File: src/common/clkgen_regs.svh
// Purpose: Shared slot numbers, reset values and default counts for the clock generator.
// Assumes: One slot is one oscillator period; nine slots make one processor cycle.
// Notes:   Definitions only; included by bare name.
`ifndef CLKGEN_REGS_SVH
`define CLKGEN_REGS_SVH

// Last slot of the modulo-nine counter; the counter wraps to zero after it.
`define SLOT_LAST      4'h8
// Last slot in which the first phase is high (slots 0 and 1).
`define PH1_END        4'h1
// First and last slots in which the second phase is high (slots 2 to 6).
`define PH2_START      4'h2
`define PH2_END        4'h6
// Slot whose end samples the first-state flag while status sits on the bus.
`define STATUS_SLOT    4'h6
// Slot whose end retimes ready and reset; lies inside the second phase.
`define RETIME_SLOT    4'h3
// Default number of clock cycles in one oscillator period.
`define OSC_DIV_DEF    2
// Default number of agreeing samples before the reset input changes state.
`define POR_FILTER_DEF 8
// Value the counter restarts from, so the first slot after reset is slot 0.
`define SLOT_RESET     4'h8

`endif

File: src/common/clkgen_pkg.sv
// Purpose: Types shared by the clock generator and its input conditioner.
// Assumes: Widths below bound the module parameters; the modules check them.
// Notes:   Holds types only; numbers live in the header.
package clkgen_pkg;

  // Slot number within one processor cycle.
  typedef logic [3:0] slot_t;
  // Generic small counter used for the oscillator divider and input filter.
  typedef logic [7:0] count_t;

  // Whole state of the generator, registered in one process.
  typedef struct packed {
    slot_t  slot;      // Current oscillator period within the cycle.
    count_t div;       // Clock cycles into the current oscillator period.
    logic   osc;       // Oscillator copy.
    logic   ph_first;  // First phase clock.
    logic   ph_second; // Second phase clock.
    logic   ph_copy;   // Logic-level copy of the second phase.
    logic   strobe_n;  // Status strobe, active low.
    logic   ready;     // Retimed ready.
    logic   reset;     // Processor reset.
  } gen_state_t;

  // Whole state of one input conditioner.
  typedef struct packed {
    logic   meta;      // First synchroniser stage.
    logic   sync;      // Second synchroniser stage.
    logic   level;     // Filtered level.
    count_t run;       // Samples seen disagreeing with the level.
  } cond_state_t;

endpackage : clkgen_pkg

File: src/input_conditioner.sv
// Purpose: Two-flop synchroniser followed by a hysteresis filter on one input.
// Assumes: raw_in may change at any time relative to clk_in.
// Notes:   FILTER_LEN of 1 gives a plain synchroniser with no filtering.
module input_conditioner
  import clkgen_pkg::*;
#(
  parameter int unsigned FILTER_LEN = 1,
  parameter logic        INIT       = 1'b0
) (
  input  wire logic clk_in,
  input  wire logic rstn_in,
  input  wire logic raw_in,
  output logic      level_out
);

  // The run counter is eight bits wide, so longer filters cannot be served.
  if (FILTER_LEN < 1 || FILTER_LEN > 255) begin : g_bad_len
    $error("input_conditioner: FILTER_LEN must be 1 to 255");
  end

  localparam count_t RUN_LAST = count_t'(FILTER_LEN - 1);

  cond_state_t s_q;  // Registered state.
  cond_state_t s_d;  // Next state.

  // The level only moves after FILTER_LEN agreeing samples, which gives
  // the same immunity to a slow or bouncing edge as a threshold with hysteresis.
  always_comb begin
    s_d      = s_q;
    s_d.meta = raw_in;
    s_d.sync = s_q.meta;
    if (s_q.sync == s_q.level) begin
      // Agreement clears any partial run.
      s_d.run = '0;
    end else if (s_q.run == RUN_LAST) begin
      // Enough disagreeing samples: accept the new level.
      s_d.level = s_q.sync;
      s_d.run   = '0;
    end else begin
      s_d.run = s_q.run + 8'h01;
    end
  end

  // Synchronous reset loads the INIT level into every stage.
  always_ff @(posedge clk_in) begin
    if (!rstn_in) begin
      s_q <= '{meta: INIT, sync: INIT, level: INIT, run: '0};
    end else begin
      s_q <= s_d;
    end
  end

  assign level_out = s_q.level;

endmodule : input_conditioner

File: src/two_phase_clock_generator.sv
// Purpose: Two-phase processor clock generator with status strobe, reset and ready.
// Assumes: clk_in stands for the crystal; OSC_DIV clock cycles make one oscillator period.
// Notes:   All outputs are registered; all but the oscillator copy change on the same clock as the slot counter, phases and copy decoded from the next slot.
//
// Overview of operation
// - Modulo-nine counter sets every phase and timing but the oscillator copy.
// - Phase one two, phase two five, then two low.
// - Oscillator copy driven on its own output.
// - Logic-level copy of second phase driven out.
// - Strobe low once status is stable on bus.
// - Strobe held low during power-on reset.
// - Filtered low reset input asserts processor reset.
// - Asynchronous wait request retimed into ready.
`include "clkgen_regs.svh"

module two_phase_clock_generator
  import clkgen_pkg::*;
#(
  parameter int unsigned OSC_DIV    = `OSC_DIV_DEF,
  parameter int unsigned POR_FILTER = `POR_FILTER_DEF
) (
  input  wire logic clk_in,                      // System clock, stands for the crystal.
  input  wire logic rstn_in,                     // Synchronous reset, active low.
  input  wire logic power_on_reset_in_n,         // RC reset input, active low.
  input  wire logic wait_request_in,             // Asynchronous ready request, high = ready.
  input  wire logic machine_cycle_start_in,      // High in the first state of a cycle.
  output logic      first_phase_clock_out,       // First phase clock.
  output logic      second_phase_clock_out,      // Second phase clock.
  output logic      second_phase_logic_copy_out, // Copy of the second phase.
  output logic      oscillator_out,              // Oscillator copy.
  output logic      status_strobe_n_out,         // Status strobe, active low.
  output logic      ready_out,                   // Retimed ready.
  output logic      processor_reset_out          // Processor reset, active high.
);

  // The oscillator must split into two equal halves, and the divider is eight bits.
  if (OSC_DIV < 2 || OSC_DIV > 256 || (OSC_DIV % 2) != 0) begin : g_bad_div
    $error("two_phase_clock_generator: OSC_DIV must be even, 2 to 256");
  end

  localparam count_t DIV_LAST = count_t'(OSC_DIV - 1);  // Last count of one period.
  localparam count_t DIV_HALF = count_t'(OSC_DIV / 2);  // Counts spent high.

  gen_state_t s_q;        // Registered state.
  gen_state_t s_d;        // Next state.
  logic       tick;       // Last clock of an oscillator period.
  logic       por_level;  // Filtered reset input, low while reset is requested.
  logic       wait_level; // Synchronised wait request.

  // The reset input goes through a filter, standing in for the threshold with
  // hysteresis; a slow supply ramp or a bouncing switch gives one clean edge.
  input_conditioner #(
    .FILTER_LEN (POR_FILTER),
    .INIT       (1'b0)
  ) u_por_cond (
    .clk_in    (clk_in),
    .rstn_in   (rstn_in),
    .raw_in    (power_on_reset_in_n),
    .level_out (por_level)
  );

  // The wait request may change at any moment, so it is synchronised first.
  input_conditioner #(
    .FILTER_LEN (1),
    .INIT       (1'b0)
  ) u_wait_cond (
    .clk_in    (clk_in),
    .rstn_in   (rstn_in),
    .raw_in    (wait_request_in),
    .level_out (wait_level)
  );

  // One-cycle enable marking the end of an oscillator period.
  // It is the only rate enable; the slot counter and every decode but the oscillator copy move on it.
  assign tick = (s_q.div == DIV_LAST);

  // Next-state logic: divider, slot counter, phases, strobe and retiming.
  always_comb begin
    s_d = s_q;
    // Divider and oscillator copy, high for the first half of each period.
    s_d.div = tick ? '0 : s_q.div + 8'h01;
    s_d.osc = (s_d.div < DIV_HALF);
    if (tick) begin
      // Modulo-nine slot counter; every other signal but the oscillator copy is decoded from it.
      s_d.slot = (s_q.slot == `SLOT_LAST) ? '0 : s_q.slot + 4'h1;
      // Fixed 2-5-2 pattern; the phases can never overlap.
      s_d.ph_first  = (s_d.slot <= `PH1_END);
      s_d.ph_second = (s_d.slot >= `PH2_START) && (s_d.slot <= `PH2_END);
      s_d.ph_copy   = s_d.ph_second;
      // The strobe falls right after the second phase, when the status byte is
      // stable, and only in cycles the processor marked as first state.
      if (s_q.slot == `STATUS_SLOT) begin
        s_d.strobe_n = !machine_cycle_start_in;
      end else begin
        s_d.strobe_n = 1'b1;
      end
      // Retime once per cycle, well inside the second phase, so both outputs
      // are settled long before its falling edge.
      if (s_q.slot == `RETIME_SLOT) begin
        s_d.ready = wait_level;
        s_d.reset = !por_level;
      end
    end
    // While reset is given the strobe stays low so the controller resets too.
    if (s_d.reset) begin
      s_d.strobe_n = 1'b0;
    end
  end

  // State register; reset holds the processor in reset with the clocks low.
  always_ff @(posedge clk_in) begin
    if (!rstn_in) begin
      s_q <= '{slot: `SLOT_RESET, div: '0, osc: 1'b0, ph_first: 1'b0, ph_second: 1'b0,
               ph_copy: 1'b0, strobe_n: 1'b0, ready: 1'b0, reset: 1'b1};
    end else begin
      s_q <= s_d;
    end
  end

  // Outputs come straight from the state register.
  assign first_phase_clock_out       = s_q.ph_first;
  assign second_phase_clock_out      = s_q.ph_second;
  assign second_phase_logic_copy_out = s_q.ph_copy;
  assign oscillator_out              = s_q.osc;
  assign status_strobe_n_out         = s_q.strobe_n;
  assign ready_out                   = s_q.ready;
  assign processor_reset_out         = s_q.reset;

  // Assertions and covers. They judge the waveform at the pins, so a wrong
  // slot decode shows up here even in cycles that the bench does not walk.
  localparam int CYC     = 9 * OSC_DIV;              // Clocks per processor cycle.
  localparam int P1_LEN  = 2 * OSC_DIV;              // Clocks of first phase.
  localparam int P2_LEN  = 5 * OSC_DIV;              // Clocks of second phase.
  localparam int OSC_LEN = OSC_DIV;                  // Clocks per oscillator period.
  localparam int RST_LAT = POR_FILTER + 4 + 2 * CYC; // Worst reset response.
  localparam int GAP_LEN = 2 * OSC_DIV;              // Clocks with both phases low.
  localparam int OSC_HI  = OSC_DIV / 2;              // Clocks the oscillator copy is high.

  int unsigned low_run;  // Clocks the reset input has been low without a break.

  // Helper counter read only by the assertions.
  always_ff @(posedge clk_in) begin
    if (!rstn_in || power_on_reset_in_n) begin
      low_run <= 0;
    end else if (low_run < RST_LAT) begin
      low_run <= low_run + 1;
    end
  end
endmodule : two_phase_clock_generator

File: config.mk
export PLATFORM = sky130hd
export DESIGN_NAME = two_phase_clock_generator
export DESIGN_NICKNAME = d
export VERILOG_FILES = /design/src/common/clkgen_pkg.sv /design/src/input_conditioner.sv /design/src/two_phase_clock_generator.sv
export VERILOG_INCLUDE_DIRS = /design/src /design/src/common
export SDC_FILE = /design/constraint.sdc
export NUM_CORES = 1
export LEC_CHECK = 0
export BUFFER_PORTS_ARGS = -buffer_cell sky130_fd_sc_hd__buf_2
export CAP_MARGIN = 20
export CORE_UTILIZATION = 35
export CTS_CLUSTER_DIAMETER = 100
export DETAILED_ROUTE_END_ITERATION = 16
export SYNTH_ARGS = -nofsm -noshare
export SYNTH_HDL_FRONTEND = slang
export SYNTH_SLANG_ARGS = --single-unit
File: constraint.sdc
create_clock -name clk_in -period 2.1 [get_ports clk_in]
set_clock_uncertainty 0.1 [all_clocks]
set_input_delay 0 -clock clk_in [delete_from_list [all_inputs] [get_ports clk_in]]
set_output_delay 0 -clock clk_in [all_outputs]
set_load 0.02 [all_outputs]
# Yosys cells after proc, flatten, opt, wreduce, memory -nomap -nowiden
# Index checks and enable logic that the tools add are counted.
[word_totals]
elab_cells = 49
inputBits = 5
regBits = 40
[classes]
muxes = 5
add_sub_neg = 4
reduce_logical = 10
bitwise_logic = 3
order_cmp = 4
n_eq_ne = 7
[ops]
columns = ["cell", "n"]
rows = [
  ["$add A8 B1 Y8 const B", 3],
  ["$eq A8 B1 Y1 const B", 1],
  ["$eq A8 B3 Y1 const B", 1],
  ["$logic_not A8 Y1", 1],
  ["$lt A8 B1 Y1 const B", 1],
  ["$mux W8", 1],
  ["$reduce_and A2 Y1", 3],
  ["$reduce_or A3 Y1", 2],
  ["$add A4 B1 Y4 const B", 1],
  ["$eq A4 B2 Y1 const B", 1],
  ["$eq A4 B3 Y1 const B", 1],
  ["$eq A4 B4 Y1 const B", 1],
  ["$ge A4 B2 Y1 const B", 1],
  ["$le A4 B1 Y1 const B", 1],
  ["$le A4 B3 Y1 const B", 1],
  ["$mux W4", 1],
  ["$mux W1", 3],
  ["$not A1 Y1", 3],
  ["$eq A1 B1 Y1", 2],
  ["$logic_not A1 Y1", 2],
  ["$reduce_or A2 Y1", 1],
  ["$logic_and A1 B1 Y1", 1],
]

# Longest topological paths before layout
[logic_depth]
ltp_word = 4
ltp_mapped = 7
depth_no_buf = 6

# Cells and area by module
# From an unflattened synthesis, not the netlist that was laid out.
[hier_totals]
cells_unflattened = 204
area_unflattened_um2 = 1874.3
[modules_own_cells]
columns = ["module", "n_inst", "seq_area_each_um2", "area_each_um2", "cells_per_inst"]
rows = [
  ["two_phase_clock_generator", 1, 360.3, 973.4, 109],
  ["input_conditioner (u_wait_cond)", 1, 220.2, 460.4, 50],
  ["input_conditioner (u_por_cond)", 1, 220.2, 440.4, 45],
]

# Worst setup path before layout
# Ideal clock, no wire load.
[synth_path]
path_type = "register to register"
startpoint = "register u_por_cond.s_q[4] in the netlist's numbering"
endpoint = "register u_por_cond.s_q[7] in the netlist's numbering"
n_path_buf = 1
stages_incl_launch_ff = 6
arrival_time_ps = 1357
setup_slack_ps = 529
setup_time_ps = 115
path_cell_list = "dfxtp_1 > or4_1 > nor3_1 > or2_2 > buf_2 > nor2_1"
[synth_via]
elab_chain_cells = 2
word_cells_on_any_way = 3
classes_between = "add/sub: 1; eq/ne: 1; reduce/logical: 1"
[synth_lines]
columns = ["element", "line_no", "text"]
rows = [
  ["start: declaration", "input_conditioner.sv:23", "cond_state_t s_q;"],
  ["start signal: assignment", "input_conditioner.sv:47", "s_q <= '{meta: INIT, sync: INIT, level: INIT, run: '0};"],
  ["parallel branches: the longest is 2 deep, another holds $add A8 B1 Y8", "n/a", ""],
]
# Parallel ways; which one is timed is not known.
# A chain may end at the register's enable or synchronous reset.

# Final worst setup path
[layout_path]
startpoint = "register s_q[9] in the netlist's numbering"
endpoint = "register s_q (netlist bit oscillator_out)"
[layout_via]
elab_chain_cells = 3
word_cells_on_any_way = 4
classes_between = "add/sub: 1; order compare: 1; eq/ne: 1; mux: 1"
[layout_lines]
columns = ["element", "line_no", "text"]
rows = [
  ["start: declaration", "two_phase_clock_generator.sv:44", "gen_state_t s_q;"],
  ["start signal: assignment", "two_phase_clock_generator.sv:113", "s_q <= '{slot: `SLOT_RESET, div: '0, osc: 1'b0, ph_first: 1'b0, ph_second: 1'b0,"],
  ["$add A8 B1 Y8 or $eq A8 B1 Y1 (tied branches)", "two_phase_clock_generator.sv:81, two_phase_clock_generator.sv:75", ""],
  ["$mux W8 (*)", "two_phase_clock_generator.sv:81", "s_d.div = tick ? '0 : s_q.div + 8'h01;"],
  ["$lt A8 B1 Y1 (*)", "two_phase_clock_generator.sv:82", "s_d.osc = (s_d.div < DIV_HALF);"],
]
# Mark *: on every way between the ends. The rest lies on a longest branch, timed or not.

==> results.md <==
- The cell depth of the worst flop-to-flop path is 4.
- The clock latency reported for the late side of the worst-skew pair is about 0.29 ns.
- The initial utilization of the core area, before any placement, comes to approximately 37%.
- The worst path in the final design needs a cycle of 1.74 ns, including I/O delays and setup.
- The routability-driven placement congestion ratio is roughly 0.84.
- The share of the yosys chip area belonging to registers is between 40% and 50%.
- The average vias per placed instance is roughly 4.7.
- The number of resized instances in the post-cts repair step is 0.
- By area the synthesized netlist is led by sky130_fd_sc_hd__dfxtp_1 43%, sky130_fd_sc_hd__ha_1 6.0%, sky130_fd_sc_hd__nor2_1 5.0%.
- The power per cell area is 700 nW/um2.
- The initial antenna violation count is 0.
- The number of buffers between clock root and the deepest sink is 2.
- The register with the most flip-flops is s_q.
- After the last flow step, the layout net total stands at 233.
- Setup repair after global routing left no endpoint under its margin.
- The reported max-cap violation count is 0.
- The leakage power is roughly 0.84 nW.
- Counting every sink on the clock net gives 40.
- The area of the mapped netlist is 1880 um2.
- The critical path ends at oscillator_out$_SDFF_PN0_.
- The total congestion overflow after global routing is 0.
- Setup slack on the worst reg-to-reg path comes out at roughly 0.36 ns.
- The worst setup path is captured at a flop.
- After detailed routing, the number of remaining DRC violations is 0.
- Based on the critical path, the design can be clocked at up to between 500 and 600 MHz.
- The pre-CTS setup slack is about 0.36 ns.
- The final count of hold timing violations was 0.
- The clock transition at the registers of the reported paths is approximately 0.080 ns.
- Entering global routing, the biggest net connects 25 pins.
- The cell chosen for the clock root is sky130_fd_sc_hd__clkbuf_8.
- The total of warnings raised by yosys is 0.
- The floorplan step set the die width to 75.3 um.
- The type of the worst setup path is flop to flop.
- The worst path meets setup with 0.356 ns of slack.
- The repair_antennas step left the layout with diodes totalling 0.
- TritonCTS built the clock tree.
- For the pin with the worst max-slew slack, the measured transition is roughly 0.37 ns.
- The number of global-route vias before repair is about 1200.
- The remaining max-slew budget at the tightest pin is between 70% and 80%.
- The worst-case vdd ir drop is between 0.2 and 0.3 mV.
- Data on the critical path arrives at its endpoint at roughly 1.9 ns.
- The fraction of final layout cells with drive strength greater than 1 is 11.8%.
- The number of top-level pins is 12.
- The number of slew-limit violations in the final report is 0.
- The highest fanout seen on the critical path is 8.
- The register with the most flip-flops in the layout has 12 of them.
- Wires add up to between 3000 and 4000 um.
- The launch point of the worst reg-to-reg path is s_q[9]$_SDFF_PN0_.
- The synthesized design devotes to its leading area cell type a little over two fifths of total area.
- The worst setup path startpoint is s_q[9]$_SDFF_PN0_.
- Global routing used 12.9% of the available tracks across all layers.
- The HPWL after detailed placement is 2240 um.
- TritonCTS created 5 clock buffers.
- In the final layout, the registers with the most flip-flops are s_q (12), u_por_cond.s_q (9), u_wait_cond.s_q (9).
- Synthesis produced about 200 cells.
- The first global-routing pass estimated ~5500 um of wire.
- The post-CTS repair timing setup buffer count is 0.
- After detailed routing, the average wire length per cell comes to 10.8 um.
- The total via count after detailed routing is between 1000 and 1500.
- The run finished with clean final reports.
- In the finished design, the share of the clock period the worst path needs comes to 83.1%.
- The core region area is roughly 5000 um2.
- The proportion of synthesized flip-flops having asynchronous set or reset is 0%.
- STA puts the critical path data required time at between 2 and 2.5 ns.
- The post-synthesis area per instance is approximately 9.2 um2.
- The register bit total from synthesis is 40.
- The synthesis-to-layout area growth is 11.1%.
- In this run, distinct cell masters in the synthesized netlist total 46.
- In this run the remaining antenna-violating nets after routing total 0.
- The utilization after layout is around two fifths.
- The final non-filler cell total is between 200 and 300.
- The startpoint type of the worst setup path is a flop.
- Before antenna repair, the detailed router went through 4 iterations.
- The cell type contributing the most total cell area after synthesis is sky130_fd_sc_hd__dfxtp_1.
- For this run, the leading register cell type out of synthesis is sky130_fd_sc_hd__dfxtp_1.
- The endpoint identified for the worst register-to-register timing path is oscillator_out$_SDFF_PN0_.
- The die area is around 5700 um2.
- The number of cells after detailed placement is about 280.
- The number of enable-type register cells in the synthesized netlist is 0.
- In this run the tool buffered the top-level ports with 11 buffer cells.
- The height of the die is around 75 um.
- The clock tree synthesis step divided the H-tree into 2 levels.
- The worst hold path belongs to the class primary input to flop.
- The setup total negative slack is 0 ns.
- The number of endpoints failing setup at the final stage is 0.
- Counting every net in the synthesized netlist gives 219.
- The detailed router finished its first iteration with 34 violations.
- The row count is 26.
[per-layer routing]
layer / routed length, um / GRT usage (%)
met1: 1630 / 16.9
met5: 0 / 0
met3: 95 / 3.57
met2: 1350 / 19.6
met4: 59 / 6.17
[cells in the mapped netlist, types with 3 or more instances]
master,number
sky130_fd_sc_hd__ha_1,9
sky130_fd_sc_hd__nand2_1,17
sky130_fd_sc_hd__nand4_1,4
sky130_fd_sc_hd__a21oi_1,3
sky130_fd_sc_hd__nand3_1,13
sky130_fd_sc_hd__and2_1,5
sky130_fd_sc_hd__o211ai_1,3
sky130_fd_sc_hd__buf_6,3
sky130_fd_sc_hd__xnor2_1,10
sky130_fd_sc_hd__a21boi_0,5
sky130_fd_sc_hd__inv_1,9
sky130_fd_sc_hd__and3_1,4
sky130_fd_sc_hd__nor3_1,4
sky130_fd_sc_hd__xor2_1,10
sky130_fd_sc_hd__dfxtp_1,40
sky130_fd_sc_hd__nor2_1,25
sky130_fd_sc_hd__nor2b_1,5
[worst min-delay path by stage]
stage | slack, ns | endpoint | cells past startpoint | startpoint
floorplan | 0.03 | u_por_cond.s_d[9]$_SDFF_PN0_ | 1 | power_on_reset_in_n
global placement | 0.12 | u_wait_cond.s_d[9]$_SDFF_PN0_ | 2 | wait_request_in
detailed placement | 0.12 | u_wait_cond.s_d[9]$_SDFF_PN0_ | 2 | wait_request_in
CTS | 0.11 | status_strobe_n_out$_SDFFE_PP0N_ | 4 | machine_cycle_start_in
global route | 0.11 | status_strobe_n_out$_SDFFE_PP0N_ | 4 | machine_cycle_start_in
finish | 0.11 | status_strobe_n_out$_SDFFE_PP0N_ | 4 | machine_cycle_start_in
[worst max-delay path, cell delays in order, from the launching register on]
cell and delay [ns]:
sky130_fd_sc_hd__dfxtp_1 0.51, sky130_fd_sc_hd__nand3_1 0.27, sky130_fd_sc_hd__o21a_1 0.27, sky130_fd_sc_hd__nor4_1 0.34, sky130_fd_sc_hd__o2111a_1 0.21
[through the flow]
| stage | power [mW] | hold WS, ns | cell area (um2) |
|---|---|---|---|
| final | 1.46 | 0.105 | 2090 |
| after global routing | 1.54 | 0.108 | 2090 |
| after CTS | 1.48 | 0.110 | 2090 |
| after detailed placement | 0.977 | 0.119 | 1970 |
| after global placement | 0.975 | 0.119 | 1970 |
| after floorplan | 0.942 | 0.0273 | 1880 |
[layout by cell type (no fill, tap or decap), drive strengths merged, types with 2 or more instances in the layout]
| master | synthesis | routed |
|---|---|---|
| xor2 | 10 | 10 |
| a21boi | 7 | 7 |
| xnor2 | 10 | 10 |
| a21oi | 3 | 3 |
| ha | 9 | 9 |
| o21ai | 2 | 2 |
| clkbuf | 2 | 5 |
| inv | 9 | 9 |
| buf | 6 | 12 |
| o21a | 2 | 2 |
| and2 | 6 | 6 |
| dlygate4sd3 | 0 | 3 |
| nor2b | 5 | 5 |
| nand2 | 18 | 18 |
| clkinv | 0 | 3 |
| nor3 | 4 | 4 |
| o211ai | 3 | 3 |
| nand4 | 4 | 4 |
| dfxtp | 40 | 40 |
| and3 | 4 | 4 |
| mux2i | 2 | 2 |
| o2111a | 2 | 2 |
| nor2 | 25 | 25 |
| nand3 | 14 | 14 |
| nor4 | 2 | 2 |
[final cells by class]
cell class,instances,area [um2]
Sequential cell,40,801
Clock buffer,5,68.8
Inverter,9,33.8
Timing Repair Buffer,15,92.6
Fill cell,533,3050
Multi-Input combinational cell,148,987
Tap cell,70,87.6
Clock inverter,3,18.8
[power by group]
| group | total, mW | internal [mW] | switching (mW) | leakage [nW] |
|---|---|---|---|---|
| clock | 0.501 | 0.231 | 0.269 | 0.0479 |
| sequential | 0.808 | 0.783 | 0.0242 | 0.324 |
| combinational | 0.155 | 0.0659 | 0.0887 | 0.464 |
| total | 1.46 | 1.08 | 0.382 | 0.836 |
[cells by family after synthesis]
| kind of cell | synth area share [%] |
|---|---|
| xor gates and xnor gates | 9.31 |
| AOI/OAI and AO/OA | 10.5 |
| buffers and inverters | 4.92 |
| muxes | 1.06 |
| adders and majority gates | 5.99 |
| and+or+nand+nor | 25.6 |
| DFF | 42.6 |
[timing repair]
action	4_1_cts	5_1_grt
endpoints found under the hold margin	4	0
hold buffers	3	0
endpoints found under the setup margin	0	0
No activity file was read; power rests on OpenSTA's default activity.
